$ cat config.mk
export PLATFORM = sky130hd
export DESIGN_NAME = csc_window_bank
export DESIGN_NICKNAME = d
export VERILOG_FILES = /design/src/hw/csc_window_bank.v
export VERILOG_INCLUDE_DIRS = /design/src /design/src/common
export SDC_FILE = /design/constraint.sdc
export NUM_CORES = 1
export LEC_CHECK = 0
export ABC_AREA = 1
export BUFFER_PORTS_ARGS = -buffer_cell sky130_fd_sc_hd__buf_4
export CAP_MARGIN = 10
export CORE_MARGIN = 1
export CORE_UTILIZATION = 40
export DETAILED_ROUTE_END_ITERATION = 10
export GPL_TIMING_DRIVEN = 0
export PLACE_DENSITY_LB_ADDON = 0.3
export REMOVE_ABC_BUFFERS = 1
export SLEW_MARGIN = 20
export SYNTH_ARGS = -nofsm -noshare
export SYNTH_HDL_FRONTEND = slang
export SYNTH_SLANG_ARGS = --single-unit
export TNS_END_PERCENT = 10
$ cat constraint.sdc
create_clock -name mclk -period 1.61 [get_ports mclk]
set_input_delay 0.0805 -clock mclk [delete_from_list [all_inputs] [get_ports mclk]]
set_output_delay 0.0805 -clock mclk [all_outputs]
set_load 0.02 [all_outputs]
$ cat src/common/csc_window_consts.vh
// Offsets, field positions, reset values and codes of the socket control bank
`ifndef CSC_WINDOW_CONSTS_VH
`define CSC_WINDOW_CONSTS_VH

// Legacy index offsets for socket A; socket B sits at the base below
`define IDX_STATUS        8'h04
`define IDX_CONFIG        8'h05
`define IDX_WINDOW        8'h06
`define IDX_SOCKB_BASE    8'h40
`define IDX_SOCK_BIT      6

// Memory-mapped offsets from the socket base
`define MAP_STATUS        12'h804
`define MAP_CONFIG        12'h805
`define MAP_WINDOW        12'h806

// Register selector codes
`define SEL_STATUS        2'h0
`define SEL_CONFIG        2'h1
`define SEL_WINDOW        2'h2

// Reset values
`define CONFIG_RESET      8'h00
`define WINDOW_RESET      8'h00
`define STATUS_RESET      4'h0

// Writable bits of the window enable register, bit 5 reserved
`define WINDOW_RW_MASK    8'hDF

// Config register fields
`define ROUTE_MSB         7
`define ROUTE_LSB         4
`define CD_EN_BIT         3
`define READY_EN_BIT      2
`define BATWARN_EN_BIT    1
`define BATDEAD_EN_BIT    0

// Window enable fields
`define IOWIN1_BIT        7
`define IOWIN0_BIT        6
`define MEMWIN_MSB        4

// Routing codes
`define ROUTE_PCI         4'h0
`define ROUTE_IRQ1        4'h1
`define ROUTE_SYS_MGMT    4'h2

`endif

$ cat src/hw/csc_window_bank.v
// Two-socket status-change interrupt configuration and window enable bank
`include "csc_window_consts.vh"

// Overview of operation
// RQ1: Config bits 7-4 select status-change delivery target.
// RQ2: Code 0000 with diag bit set: PCI.
// RQ3: Code 0000, diag clear: PCI only if enabled.
// RQ4: 0001 IRQ1, 0010 system management, others IRQ number.
// RQ5: 1110 means IRQ14, 1111 means IRQ15.
// RQ6: Bit 3 enables card-detect change interrupts.
// RQ7: Bit 2 enables READY rising-edge interrupts.
// RQ8: Bit 1 enables battery warning interrupts.
// RQ9: Bit 0 enables battery dead/status-change interrupts.
// RQ10: Disabled window never claims a cycle.
// RQ11: Window enable register resets to 00h.
// RQ12: Bits 7 and 6 enable I/O windows.
// RQ13: Bits 4-0 enable memory windows 4-0.
// RQ14: Window bit 5 reads zero, ignores writes.
// RQ15: Separate registers per socket, legacy and mapped.
// RQ16: Disabled source reads zero in status.
// RQ17: Flags clear by read or write-one.

// Registers are reached by legacy index, where bit 6 picks the socket,
// or by mapped offset, where regSocket picks the socket base.
// Reads answer one cycle after the strobe; writes have no answer.
// Card pins are asynchronous and are synchronised before any use.
// Limitation: with clearByWrite low, a status read clears every flag of that socket.
// Trade-off: claims lag hits by one cycle so every output is a flop.

module csc_window_bank (
   input  wire        mclk,
   input  wire        resetn,
   // Register access port
   // Strobes are one-cycle pulses; a read and a write in one cycle both act
   input  wire        regRead,
   input  wire        regWrite,
   input  wire        regMapped,
   input  wire        regSocket,
   input  wire [11:0] regAddr,
   input  wire [7:0]  regWriteData,
   output reg  [7:0]  readData,
   output reg         readValid,
   // Loose control bits from other registers
   // They share this clock, so they need no synchroniser
   input  wire        diagRouteToPci,
   input  wire [1:0]  pciRouteEnable,
   input  wire        clearByWrite,
   // Card pins, one bit per socket
   // Asynchronous; each passes two flops before any logic reads it
   input  wire [1:0]  card_detect_line_one,
   input  wire [1:0]  card_detect_line_two,
   input  wire [1:0]  cardReady,
   input  wire [1:0]  batteryWarning,
   input  wire [1:0]  card_status_change_signal,
   // Window hits from address comparators, socket B in upper half
   // Comparators run on this clock, so hits are used as they come
   input  wire [9:0]  memWinHit,
   input  wire [3:0]  ioWinHit,
   // Interrupt delivery
   // Levels, one cycle behind the flags
   output reg  [1:0]  pciIntReq,
   output reg         system_management_interrupt,
   output reg  [15:0] isaIrq,
   // Cycle claims per window
   // One cycle behind the hits
   output reg  [9:0]  memWinClaim,
   output reg  [3:0]  ioWinClaim
);

   ////////////////////////////////////////////////////////////////////////////
   // Address decode

   // Returns {valid, socket, selector}; shared by read and write paths.
   // Legacy indices with any upper bit set fall through as unmapped, so a
   // stray wide address reads 00h instead of aliasing onto a register.
   function [3:0] decode;
      input        mapped;
      input        sock;
      input [11:0] addr;
      reg   [7:0]  low;
      begin
         decode = 4'h0;
         // Socket bit masked out so both sockets share one compare
         low = {1'b0, addr[6:0]} & ~(8'h01 << `IDX_SOCK_BIT);
         if (mapped) begin
            if (addr == `MAP_STATUS || addr == `MAP_CONFIG || addr == `MAP_WINDOW) begin // RQ15
               decode = {1'b1, sock, addr[1:0]};
            end
         end else if (addr[11:7] == 5'h00) begin
            if (low == `IDX_STATUS || low == `IDX_CONFIG || low == `IDX_WINDOW) begin // RQ15
               decode = {1'b1, addr[`IDX_SOCK_BIT], low[1:0]};
            end
         end
      end
   endfunction

   wire [3:0] dec      = decode(regMapped, regSocket, regAddr);
   wire       decValid = dec[3];
   wire       decSock  = dec[2];
   wire [1:0] decSel   = dec[1:0];

   ////////////////////////////////////////////////////////////////////////////
   // Pin synchronisers and edge history

   // Packed as {status, warn, ready, cd2, cd1} per socket pair
   wire [9:0] pinRaw = {card_status_change_signal, batteryWarning, cardReady,
                        card_detect_line_two, card_detect_line_one};
   reg  [9:0] pinMeta;
   reg  [9:0] pinSync;
   reg  [9:0] pinPrev;

   // Two stages before use; pinMeta feeds pinSync only.
   // pinPrev is the history for edge detection, never a third sync stage.
   // All stages reset low like the idle pins, so no false edge follows reset;
   // a card already present still shows one edge, but enables reset to zero.
   always @(posedge mclk or negedge resetn) begin
      if (!resetn) begin
         pinMeta <= 10'h000;
         pinSync <= 10'h000;
         pinPrev <= 10'h000;
      end else begin
         pinMeta <= pinRaw;
         pinSync <= pinMeta;
         pinPrev <= pinSync;
      end
   end

   ////////////////////////////////////////////////////////////////////////////
   // Per-socket registers and flags

   // Socket copies seen from outside the generate loop
   wire [7:0] cfgA;
   wire [7:0] cfgB;
   wire [7:0] winA;
   wire [7:0] winB;
   wire [3:0] visA;
   wire [3:0] visB;
   wire [15:0] irqVecA;
   wire [15:0] irqVecB;
   wire [1:0] mgmtVec;
   wire [1:0] pciVec;

   // One copy of registers, flags and routing per socket; results are
   // handed out through named wires because a generate scope has no slices.
   genvar s;
   generate
      for (s = 0; s < 2; s = s + 1) begin : sock
         reg  [7:0] cfg;
         reg  [7:0] win;
         reg  [3:0] flag;
         reg  [3:0] next_flag;
         reg  [15:0] irqVec;
         reg        mgmt;
         reg        pci;
         wire       hitMe = decValid && (decSock == s);
         // Any change of either detect line; rising edges for the rest
         wire       cdEv  = (pinSync[s] ^ pinPrev[s]) | (pinSync[2 + s] ^ pinPrev[2 + s]);
         wire       rdyEv = pinSync[4 + s] & ~pinPrev[4 + s];
         wire       wrnEv = pinSync[6 + s] & ~pinPrev[6 + s];
         wire       dedEv = pinSync[8 + s] & ~pinPrev[8 + s];
         // Sources in status bit order: detect, ready, warning, dead
         wire [3:0] en    = {cfg[`CD_EN_BIT], cfg[`READY_EN_BIT],
                             cfg[`BATWARN_EN_BIT], cfg[`BATDEAD_EN_BIT]};
         wire [3:0] ev    = {cdEv, rdyEv, wrnEv, dedEv};
         wire [3:0] vis   = flag & en; // RQ16
         wire [3:0] route = cfg[`ROUTE_MSB:`ROUTE_LSB];

         // Writes to config and window enable; reserved window bit never stored.
         // Masking on the way in keeps the read path free of special cases.
         always @(posedge mclk or negedge resetn) begin
            if (!resetn) begin
               cfg <= `CONFIG_RESET; // RQ6 RQ7 RQ8 RQ9
               win <= `WINDOW_RESET; // RQ11
            end else if (regWrite && hitMe) begin
               if (decSel == `SEL_CONFIG) begin
                  cfg <= regWriteData; // RQ1
               end
               if (decSel == `SEL_WINDOW) begin
                  win <= regWriteData & `WINDOW_RW_MASK; // RQ14
               end
            end
         end

         // Flag update: a new event beats a clear in the same cycle.
         // Starting from the masked flags drops a source as soon as its enable
         // clears, so turning it back on never raises a stale interrupt.
         // Read-clear takes every flag of the socket that was read.
         always @* begin
            next_flag = vis;
            if (hitMe && decSel == `SEL_STATUS) begin
               if (clearByWrite && regWrite) begin
                  next_flag = next_flag & ~regWriteData[3:0]; // RQ17
               end else if (!clearByWrite && regRead) begin
                  next_flag = 4'h0; // RQ17
               end
            end
            next_flag = next_flag | (ev & en); // RQ6 RQ7 RQ8 RQ9
         end

         // Flag storage
         always @(posedge mclk or negedge resetn) begin
            if (!resetn) begin
               flag <= `STATUS_RESET;
            end else begin
               flag <= next_flag;
            end
         end

         // Delivery target for this socket's pending change.
         // Codes 0 and 2 never reach the legacy lines, so IRQ0 and IRQ2 stay
         // quiet; 1110 and 1111 give IRQ14 and IRQ15 by plain shifting.
         always @* begin
            irqVec = 16'h0000;
            mgmt   = 1'b0;
            pci    = 1'b0;
            if (|vis) begin
               if (route == `ROUTE_PCI) begin
                  pci = diagRouteToPci | pciRouteEnable[s]; // RQ2 RQ3
               end else if (route == `ROUTE_SYS_MGMT) begin
                  mgmt = 1'b1; // RQ4
               end else begin
                  irqVec = 16'h0001 << route; // RQ4 RQ5
               end
            end
         end

         // Per-socket results leave the generate scope here
         assign pciVec[s] = pci;
         assign mgmtVec[s] = mgmt;
         if (s == 0) begin : outA
            assign cfgA    = cfg;
            assign winA    = win;
            assign visA    = vis;
            assign irqVecA = irqVec;
         end else begin : outB
            assign cfgB    = cfg;
            assign winB    = win;
            assign visB    = vis;
            assign irqVecB = irqVec;
         end
      end
   endgenerate

   ////////////////////////////////////////////////////////////////////////////
   // Read path

   // Next answer, built from the decode of this cycle
   reg [7:0] next_readData;

   // Status reads show only enabled sources; an unmapped address still
   // answers with 00h, so software polling a hole never stalls.
   always @* begin
      next_readData = 8'h00;
      if (decValid) begin
         // Selector codes follow the low two offset bits
         case (decSel)
            `SEL_STATUS: next_readData = {4'h0, decSock ? visB : visA}; // RQ16
            `SEL_CONFIG: next_readData = decSock ? cfgB : cfgA;
            `SEL_WINDOW: next_readData = decSock ? winB : winA; // RQ14
            default:     next_readData = 8'h00;
         endcase
      end
   end

   // Registered answer; data idles at 00h so a shared read bus stays clean
   always @(posedge mclk or negedge resetn) begin
      if (!resetn) begin
         readData  <= 8'h00;
         readValid <= 1'b0;
      end else begin
         readData  <= regRead ? next_readData : 8'h00;
         readValid <= regRead;
      end
   end

   ////////////////////////////////////////////////////////////////////////////
   // Interrupt outputs and window claims, all registered

   // Enables gathered in hit order: socket A in the low half of each vector
   wire [9:0] memEn = {winB[`MEMWIN_MSB:0], winA[`MEMWIN_MSB:0]};
   wire [3:0] ioEn  = {winB[`IOWIN1_BIT], winB[`IOWIN0_BIT],
                       winA[`IOWIN1_BIT], winA[`IOWIN0_BIT]};

   // Claims lag hits by one cycle; the address comparators must hold a hit
   // through the cycle in which it is to be claimed. Interrupts are levels
   // that stand while any enabled flag of a socket is set.
   always @(posedge mclk or negedge resetn) begin
      if (!resetn) begin
         pciIntReq                   <= 2'h0;
         system_management_interrupt <= 1'b0;
         isaIrq                      <= 16'h0000;
         memWinClaim                 <= 10'h000;
         ioWinClaim                  <= 4'h0;
      end else begin
         pciIntReq                   <= pciVec; // RQ2 RQ3
         system_management_interrupt <= |mgmtVec; // RQ4
         isaIrq                      <= irqVecA | irqVecB; // RQ4 RQ5
         memWinClaim                 <= memWinHit & memEn; // RQ10 RQ13
         ioWinClaim                  <= ioWinHit & ioEn; // RQ10 RQ12
      end
   end

endmodule

## Word-level counts from Yosys, hierarchy flattened

Cells that the tools add are included.

- Bits in registers: 110

- Eq/ne operators: 10
- Shift operators: 2
- Muxes and demuxes: 32
- Bitwise operators: 33
- Reduce and logical (&&, ||, !) cells: 24

Operators by type and width:

| kind | count |
|---|---|
| 2-to-1 mux 16 bit | 6 |
| 2-to-1 mux 4 bit | 11 |
| == test 12 bit, second input constant | 3 |
| 2-to-1 mux 8 bit | 4 |
| left shift 1 x 4 -> 16 bit, first input constant | 2 |
| AND 4 bit | 7 |
| one-hot mux 8 bit (3 select lines) | 1 |
| == test 6 x 3 -> 1 bit, second input constant | 3 |
| OR 16 bit | 1 |
| AND 10 bit | 1 |
| 2-to-1 mux 1 bit | 10 |
| == test 4 x 2 -> 1 bit, second input constant | 2 |
| logical AND 1 bit | 8 |
| zero test 4 bit | 2 |
| OR 4 bit | 2 |
| AND reduction 2 bit | 4 |
| OR reduction 4 bit | 2 |
| NOT 1 bit | 7 |
| AND 1 bit | 6 |
| zero test 5 bit | 1 |
| logical OR 1 bit | 4 |
| NOT 4 bit | 1 |
| OR 1 bit | 4 |
| XOR 1 bit | 4 |
| other kinds (5) | 5 |

## Depth between registers and ports, before layout

Gate-level depths: netlist of the first run.

- Word-level depth: 11
- Depth in mapped cells: 11
- Gate-level depth less buffers: 10

## Worst setup path before layout of the first run

No wires, ideal clock.

- Path type: register to register
- From: register sock[0].cfg[3] (netlist: cfgA[3])
- To: register isaIrq[4]
- Setup time: 0.143 ns
- Arrival time: 1.187 ns
- Path slack: 0.280 ns
- Cell stages (with the launch flop): 6
- Clock period less this slack: 1.330 ns
- Path through: dfrtp_1 -> nand2_1 -> nand4_1 -> inv_1 -> clkbuf_1 -> o32ai_1

- Longest elaborated chain between the ends: 4

Ends and longest elaborated chain:

| item | RTL line | source |
|---|---|---|
| start, declared | csc_window_bank.v:148 | `reg [7:0] cfg;` |
| start signal, assigned | csc_window_bank.v:172 | `` cfg <= `CONFIG_RESET; `` |
| start signal, assigned | csc_window_bank.v:176 | `cfg <= regWriteData;` |
| AND 4 bit | csc_window_bank.v:165 | `wire [3:0] vis = flag & en;` |
| OR reduction 4 bit | csc_window_bank.v:216 | `if (\|vis) begin` |
| 2-to-1 mux 16 bit | csc_window_bank.v:216 |  |
| OR 16 bit | csc_window_bank.v:297 | `isaIrq <= irqVecA \| irqVecB;` |
| end signal, assigned | csc_window_bank.v:297 |  |
| end, declared | csc_window_bank.v:63 | `output reg [15:0] isaIrq,` |

Every way passes these cells.
A chain may end at the register's enable or synchronous reset.

## Worst setup path after layout of the first run

- From: register sock[1].cfg[0] (netlist: cfgB[0])
- To: register isaIrq[12]

- Longest elaborated chain between the ends: 4

Ends and longest elaborated chain:

| item | RTL line |
|---|---|
| start, declared | csc_window_bank.v:148 |
| start signal, assigned | csc_window_bank.v:172 |
| start signal, assigned | csc_window_bank.v:176 |
| AND 4 bit | csc_window_bank.v:165 |
| OR reduction 4 bit | csc_window_bank.v:216 |
| 2-to-1 mux 16 bit | csc_window_bank.v:216 |
| OR 16 bit | csc_window_bank.v:297 |

Every way passes these cells.

==> impl_metrics.env, run 1 <==
export IMPL_clock_sinks=110
export IMPL_most_common_library_cell_in_the_layout_ignoring_fill_and_taps="sky130_fd_sc_hd__dfrtp_1"
export IMPL_worst_ep_required_time_ns=1.82
export IMPL_worst_slew_pin_transition_ns=0.994
export IMPL_yosys_warnings=0
export IMPL_critPathArrivalTime_ns=1.67
export IMPL_post_synth_instance_area_sq_mm=0.00484
export IMPL_r2r_slack_ns=0.15
export IMPL_worstSkewPairLatency_ns=0.34
export IMPL_reg2regPathDepth=4
export IMPL_count_of_input_and_output_buffers=95
export IMPL_final_design_area_no_fill_sq_mm=0.00618
export IMPL_final_setup_viol_count=0
export IMPL_r2r_end="isaIrq[12]"
export IMPL_cts_root_buffer_cell="sky130_fd_sc_hd__clkbuf_16"
export IMPL_detailedPlacementHpwl_microns=7440
export IMPL_hold_path_class="primary input to flip-flop"
export IMPL_final_period_utilization_pct=90.8
export IMPL_grt_overflow_total=0
export IMPL_buf_inv_on_cp=0
export IMPL_track_usage_pct=17.9
export IMPL_boundaryPins=96
export IMPL_worstSetupStartpointType="flip-flop"
export IMPL_synth_top_area_share_pct=56.8
export IMPL_num_antenna_cells=0
export IMPL_timing_hold_worst_path_depth=3
export IMPL_cellLeakagePower_uw=0.00317
export IMPL_floorplan_initialDensity_pct=41.7
export IMPL_critical_path_slowest_stage_cell="sky130_fd_sc_hd__dfrtp_1"
export IMPL_nNetsFinal=670
export IMPL_crit_fanout=10
export IMPL_detail_route_antenna_nets=0
export IMPL_cts_max_level=3
export IMPL_finalHoldViolCount=0
export IMPL_end_kind="flip-flop"
export IMPL_grt_start_max_net_pins=111
export IMPL_drt_drc_violations_left=7
export IMPL_drt_total_wl_microns=10600
export IMPL_synthesis_area_per_instance_sq_um=9.76
export IMPL_synth_area_leaders="sky130_fd_sc_hd__dfrtp_1 (57%), sky130_fd_sc_hd__nand2_1 (8.1%), sky130_fd_sc_hd__inv_1 (5.6%)"
export IMPL_cp_cell_sequence="nand2_1, nand4_1, nand2_1, o21ai_0"
export IMPL_clk_slew_on_worst_s_h_paths_ns=0.07
export IMPL_detail_route_vias_per_cell=4.81
export IMPL_slowest_delay_ns=0.40
export IMPL_first_pass_iters=8
export IMPL_critical_path_top_cell_by_count="sky130_fd_sc_hd__nand2_1"
export IMPL_final_max_slew_violation_count=0
export IMPL_std_cell_rows=39
export IMPL_die_area_sq_mm=0.0125
export IMPL_hold_slack_ns=0.0190
export IMPL_synth_top_cell_by_area="sky130_fd_sc_hd__dfrtp_1"
export IMPL_ctsLongestPathBuffers=2
export IMPL_first_global_vias=3572
export IMPL_synth_seq_cells=110
export IMPL_ys_seq_area_share_pct=56.8
export IMPL_finClkSkew_ns=0.00603
export IMPL_register_area_sq_mm=0.00275
export IMPL_violations="design-rule violations"
export IMPL_layout_common_cells="sky130_fd_sc_hd__dfrtp_1 (110), sky130_fd_sc_hd__nand2_1 (105), sky130_fd_sc_hd__buf_4 (94)"
export IMPL_maxCapViolCount=0
export IMPL_run_status="finished with violations"
export IMPL_timing_slew_headroom_pct=33.7
export IMPL_layout_area_overhead_vs_synth_pct=27.7
export IMPL_worst_setup_path_type="flip-flop to flip-flop"
export IMPL_overall_die_height_microns=112
export IMPL_hp_start="regWriteData[5]"
export IMPL_vias=3673
export IMPL_layout_min_cycle_time_ns=1.46
export IMPL_achievable_frequency_mhz=684
export IMPL_vdd_ir_drop_max_mv=0.656
export IMPL_cellPowerDensity_mw_per_mm2=849
export IMPL_ratio_of_cells_with_drive_above_1_in_the_final_layout_pct=26.7
export IMPL_grt_antenna_before_repair=0
export IMPL_placedInstanceArea_sq_mm=0.00564
export IMPL_critical_path_top_delay_family="simple AND/OR/NAND/NOR gates"
export IMPL_syn_inst=496
export IMPL_placeableCoreArea_sq_mm=0.0116
export IMPL_totalPowerFinal_uw=5250
export IMPL_final_fill_count=1060
export IMPL_grt_first_pass_wirelength_microns=17700
export IMPL_numCtsBuffers=9
export IMPL_rr_startpoint="cfgB[0]"
export IMPL_die_width_microns=112
export IMPL_cts_tree="built"
export IMPL_timing_hold_worst_endpoint="cfgB[5]"
export IMPL_synthDistinctLibCells=37
export IMPL_drt_initial_drc_count=370
export IMPL_rsz0062_at_grt="false"
export IMPL_globalplace_congestion=0.843
export IMPL_multi_input_comb_area_sq_mm=0.00170
export IMPL_wire_per_inst_microns=13.9
[metal layers]
| metal | wire (microns) | GRT usage (%) | vias up | share of wire [%] |
|---|---|---|---|---|
| met2 | 5050 | 28.0 | 106 | 48 |
| met1 | 4880 | 25.1 | 1722 | 46 |
| met4 | 103 | 5.69 | 0 | 0.97 |
| met5 | 0 | 0 | - | 0 |
| li1 | - | - | 1838 | - |
| met3 | 554 | 3.73 | 7 | 5.2 |
[per-stage QoR]
step / TNS (ns) / worst slack (ns) / util (%) / cells
3_3_place_gp: -2.83 / -0.129 / 48.5 / 722
3_5_place_dp: -3.69 / -0.158 / 48.5 / 722
5_1_grt: 0 / 0.0226 / 53.3 / 764
6_report: 0 / 0.148 / 53.3 / 764
2_1_floorplan: 0 / 0.207 / - / 484
4_1_cts: 0 / 0.0661 / 53.3 / 764
[cell families (layout without fill, tap and decap cells)]
family / after synthesis / after routing / synth area share, %
flip-flops: 110 / 110 / 56.8
AO/OA/AOI/OAI: 68 / 68 / 10.5
buffers and inverters: 88 / 212 / 8.06
other: 1 / 2 / 0.0774
XOR/XNOR: 4 / 4 / 0.724
AND/OR/NAND/NOR: 225 / 225 / 23.8
[Yosys cell counts, drive strengths merged]
library cell,number
a21oi,4
buf,8
conb,1
nor3,12
xnor2,2
inv,74
xor2,2
o32ai,3
clkbuf,5
dfrtp,110
nand2,111
and3b,1
a211oi,1
o21ai,48
nand4,8
nor2,35
clkinv,1
or2,1
o211ai,2
o31ai,10
nand3,57
[what timing repair did]
action / in CTS / in global routing
hold buffers: 26 / 0
setup buffers: 0 / 0
gates resized for setup: 0 / 1
setup endpoints to repair: 0 / 1
hold endpoints to repair: 135 / 0
[where the power goes]
part,switching (uW),internal (uW)
logic,171,152
registers,16.3,2800
clock network,967,1140
[worst max-delay path by stage]
stage,depth (start not counted),to,startpoint,slack [ns]
global route,10,sock[0].win[7],regAddr[3],0.02
detailed placement,11,cfgB[0],regAddr[8],-0.16
CTS,4,isaIrq[4],cfgA[3],0.07
global placement,11,cfgB[0],regAddr[8],-0.13
finish,4,isaIrq[12],cfgB[0],0.15
floorplan,10,cfgB[0],regAddr[8],0.21
[cell type report]
class / count / share of cell area (%)
sequential: 110 / 44.5
multi-input combinational: 299 / 27.5
timing repair buffer: 121 / 15.8
inverter: 75 / 4.63
clock buffer: 12 / 4.15
tap: 143 / 2.89
clock inverter: 4 / 0.486
[sequential cells by signal, summed over array words and instances, names as in the netlist]
| name | count |
|---|---|
| isaIrq | 16 |
| sock.win | 14 |
| memWinClaim | 10 |
| pinMeta | 10 |
| pinPrev | 10 |
| pinSync | 10 |
| cfgA | 8 |
| cfgB | 8 |
| readData | 8 |
| sock.flag | 8 |
| ioWinClaim | 4 |
| pciIntReq | 2 |
| readValid | 1 |
| system_management_interrupt | 1 |
[tightest hold or removal path: cells and delay by family]
| kind | cells | cell delay, ns |
|---|---|---|
| buffers and inverters | 2 | 0.14 |
| AO/OA/AOI/OAI | 1 | 0.12 |
Power figures use the tool's default switching activity.
==> run 2, diff against run 1 <==
--- a/config.mk
+++ b/config.mk
@@ -13,7 +13,7 @@
 export CORE_UTILIZATION = 40
 export DETAILED_ROUTE_END_ITERATION = 10
 export GPL_TIMING_DRIVEN = 0
-export PLACE_DENSITY_LB_ADDON = 0.3
+export PLACE_DENSITY = 0.66
 export REMOVE_ABC_BUFFERS = 1
 export SLEW_MARGIN = 20
 export SYNTH_ARGS = -nofsm -noshare
==> impl_metrics.env, run 2 (synthesized netlist as in run 1, its figures left out) <==
export IMPL_run_status="finished with violations"
export IMPL_violations="design-rule violations"
export IMPL_num_antenna_cells=0
export IMPL_std_cell_rows=39
export IMPL_hold_path_class="primary input to flip-flop"
export IMPL_maxCapViolCount=0
export IMPL_die_area_sq_mm=0.0125
export IMPL_placeableCoreArea_sq_mm=0.0116
export IMPL_final_fill_count=1045
export IMPL_layout_min_cycle_time_ns=1.46
export IMPL_clk_slew_on_worst_s_h_paths_ns=0.07
export IMPL_worst_ep_required_time_ns=1.83
export IMPL_vias=3731
export IMPL_placedInstanceArea_sq_mm=0.00564
export IMPL_finalHoldViolCount=0
export IMPL_ratio_of_cells_with_drive_above_1_in_the_final_layout_pct=27.0
export IMPL_first_global_vias=3758
export IMPL_startpoint="cfgA[3]"
export IMPL_globalplace_congestion=0.902
export IMPL_rr_startpoint="cfgA[3]"
export IMPL_track_usage_pct=18.6
export IMPL_totalNegativeSetupSlack_ns=0
export IMPL_finClkSkew_ns=0.00667
export IMPL_register_area_sq_mm=0.00275
export IMPL_drt_total_wl_microns=10600
export IMPL_detail_route_vias_per_cell=4.87
export IMPL_number_of_flip_flops_under_the_largest_register_name=16
export IMPL_worst_slew_pin_transition_ns=0.950
export IMPL_achievable_frequency_mhz=685
export IMPL_reg2regPathDepth=4
export IMPL_finalNonFillerCells=766
export IMPL_count_of_input_and_output_buffers=95
export IMPL_final_max_slew_violation_count=0
export IMPL_hold_slack_ns=0.0703
export IMPL_max_flop_register="isaIrq"
export IMPL_timing_hold_worst_path_depth=3
export IMPL_worst_setup_path_type="flip-flop to flip-flop"
export IMPL_grt_first_pass_wirelength_microns=18200
export IMPL_cellPowerDensity_mw_per_mm2=856
export IMPL_timing_slew_headroom_pct=36.7
export IMPL_critical_path_slowest_stage_cell="sky130_fd_sc_hd__dfrtp_1"
export IMPL_grt_start_max_net_pins=111
export IMPL_overall_die_height_microns=112
export IMPL_floorplan_initialDensity_pct=41.7
export IMPL_layout_common_cells="sky130_fd_sc_hd__dfrtp_1 (110), sky130_fd_sc_hd__nand2_1 (105), sky130_fd_sc_hd__buf_4 (95)"
export IMPL_most_common_library_cell_in_the_layout_ignoring_fill_and_taps="sky130_fd_sc_hd__dfrtp_1"
export IMPL_wire_per_inst_microns=13.9
export IMPL_rsz0062_at_grt="false"
export IMPL_detail_route_antenna_nets=0
export IMPL_final_setup_viol_count=0
export IMPL_critPathArrivalTime_ns=1.67
export IMPL_multi_input_comb_area_sq_mm=0.00170
export IMPL_r2r_end="isaIrq[4]"
export IMPL_cts_max_level=3
export IMPL_r2r_slack_ns=0.15
export IMPL_final_design_area_no_fill_sq_mm=0.00621
export IMPL_crit_fanout=12
export IMPL_first_pass_iters=8
export IMPL_cellLeakagePower_uw=0.00318
export IMPL_end_kind="flip-flop"
export IMPL_vdd_ir_drop_max_mv=0.688
export IMPL_timing_hold_worst_endpoint="pciIntReq[0]"
export IMPL_totalPowerFinal_uw=5310
export IMPL_hp_start="diagRouteToPci"
export IMPL_clock_sinks=110
export IMPL_biggestRegsByFlops="isaIrq (16), sock.win (14)"
export IMPL_die_width_microns=112
export IMPL_cts_tree="built"
export IMPL_nNetsFinal=672
export IMPL_boundaryPins=96
export IMPL_numCtsBuffers=9
export IMPL_grt_overflow_total=0
export IMPL_buf_inv_on_cp=1
export IMPL_cp_cell_sequence="nand2_1, nand4_1, inv_2, o32ai_1"
export IMPL_cts_root_buffer_cell="sky130_fd_sc_hd__clkbuf_16"
export IMPL_layout_area_overhead_vs_synth_pct=28.2
export IMPL_drt_initial_drc_count=352
export IMPL_critical_path_top_delay_family="simple AND/OR/NAND/NOR gates"
export IMPL_drt_drc_violations_left=8
export IMPL_post_place_cells=722
export IMPL_slowest_delay_ns=0.41
export IMPL_worstSkewPairLatency_ns=0.36
export IMPL_ctsLongestPathBuffers=2
export IMPL_final_period_utilization_pct=90.6
export IMPL_worstSetupStartpointType="flip-flop"
export IMPL_detailedPlacementHpwl_microns=7490
export IMPL_grt_antenna_before_repair=0
[run 2: layer usage]
metal / up-vias / GRT usage, % / share of wire, %
met5: - / 0 / 0
met1: 1742 / 23.8 / 43
met3: 23 / 4.27 / 5.3
li1: 1846 / - / -
met2: 120 / 30.1 / 49
met4: 0 / 8.36 / 2.7
[run 2: worst max-delay path by stage]
stage,end,cells past startpoint
after floorplan,cfgB[0],10
after global placement,cfgB[0],11
after detailed placement,cfgB[0],11
after CTS,isaIrq[4],4
after global routing,isaIrq[4],4
final,isaIrq[4],4
[run 2: area by class of cell]
cell class	count	area share, %
Clock buffer	11	4.07
Multi-Input combinational cell	299	27.4
Inverter	75	4.62
Clock inverter	5	0.645
Tap cell	143	2.88
Timing Repair Buffer	123	16.0
Sequential cell	110	44.3
[run 2: tightest hold or removal path, stage by stage]
cell and delay (ns):
sky130_fd_sc_hd__buf_4 0.11, sky130_fd_sc_hd__o21ai_0 0.13, sky130_fd_sc_hd__nor3_1 0.06
[run 2: through the flow]
stage	setup slack, ns	util, %
after floorplan	0.207	-
after detailed placement	-0.177	48.5
after global routing	0.0491	53.5
after CTS	0.0200	53.4
final	0.151	53.5
after global placement	-0.128	48.5
[run 2: timing repair]
| item | in CTS | in global routing |
|---|---|---|
| endpoints found under the setup margin | 0 | 3 |
| hold endpoints to repair | 136 | 0 |
| setup buffers | 0 | 1 |
| hold buffers | 27 | 0 |
| gates resized for setup | 0 | 1 |
[run 2: where the power goes]
| group | internal, uW | switching, uW |
|---|---|---|
| sequential | 2800 | 16.9 |
| clock | 1150 | 1020 |
| combinational | 153 | 170 |
| total | 4100 | 1210 |
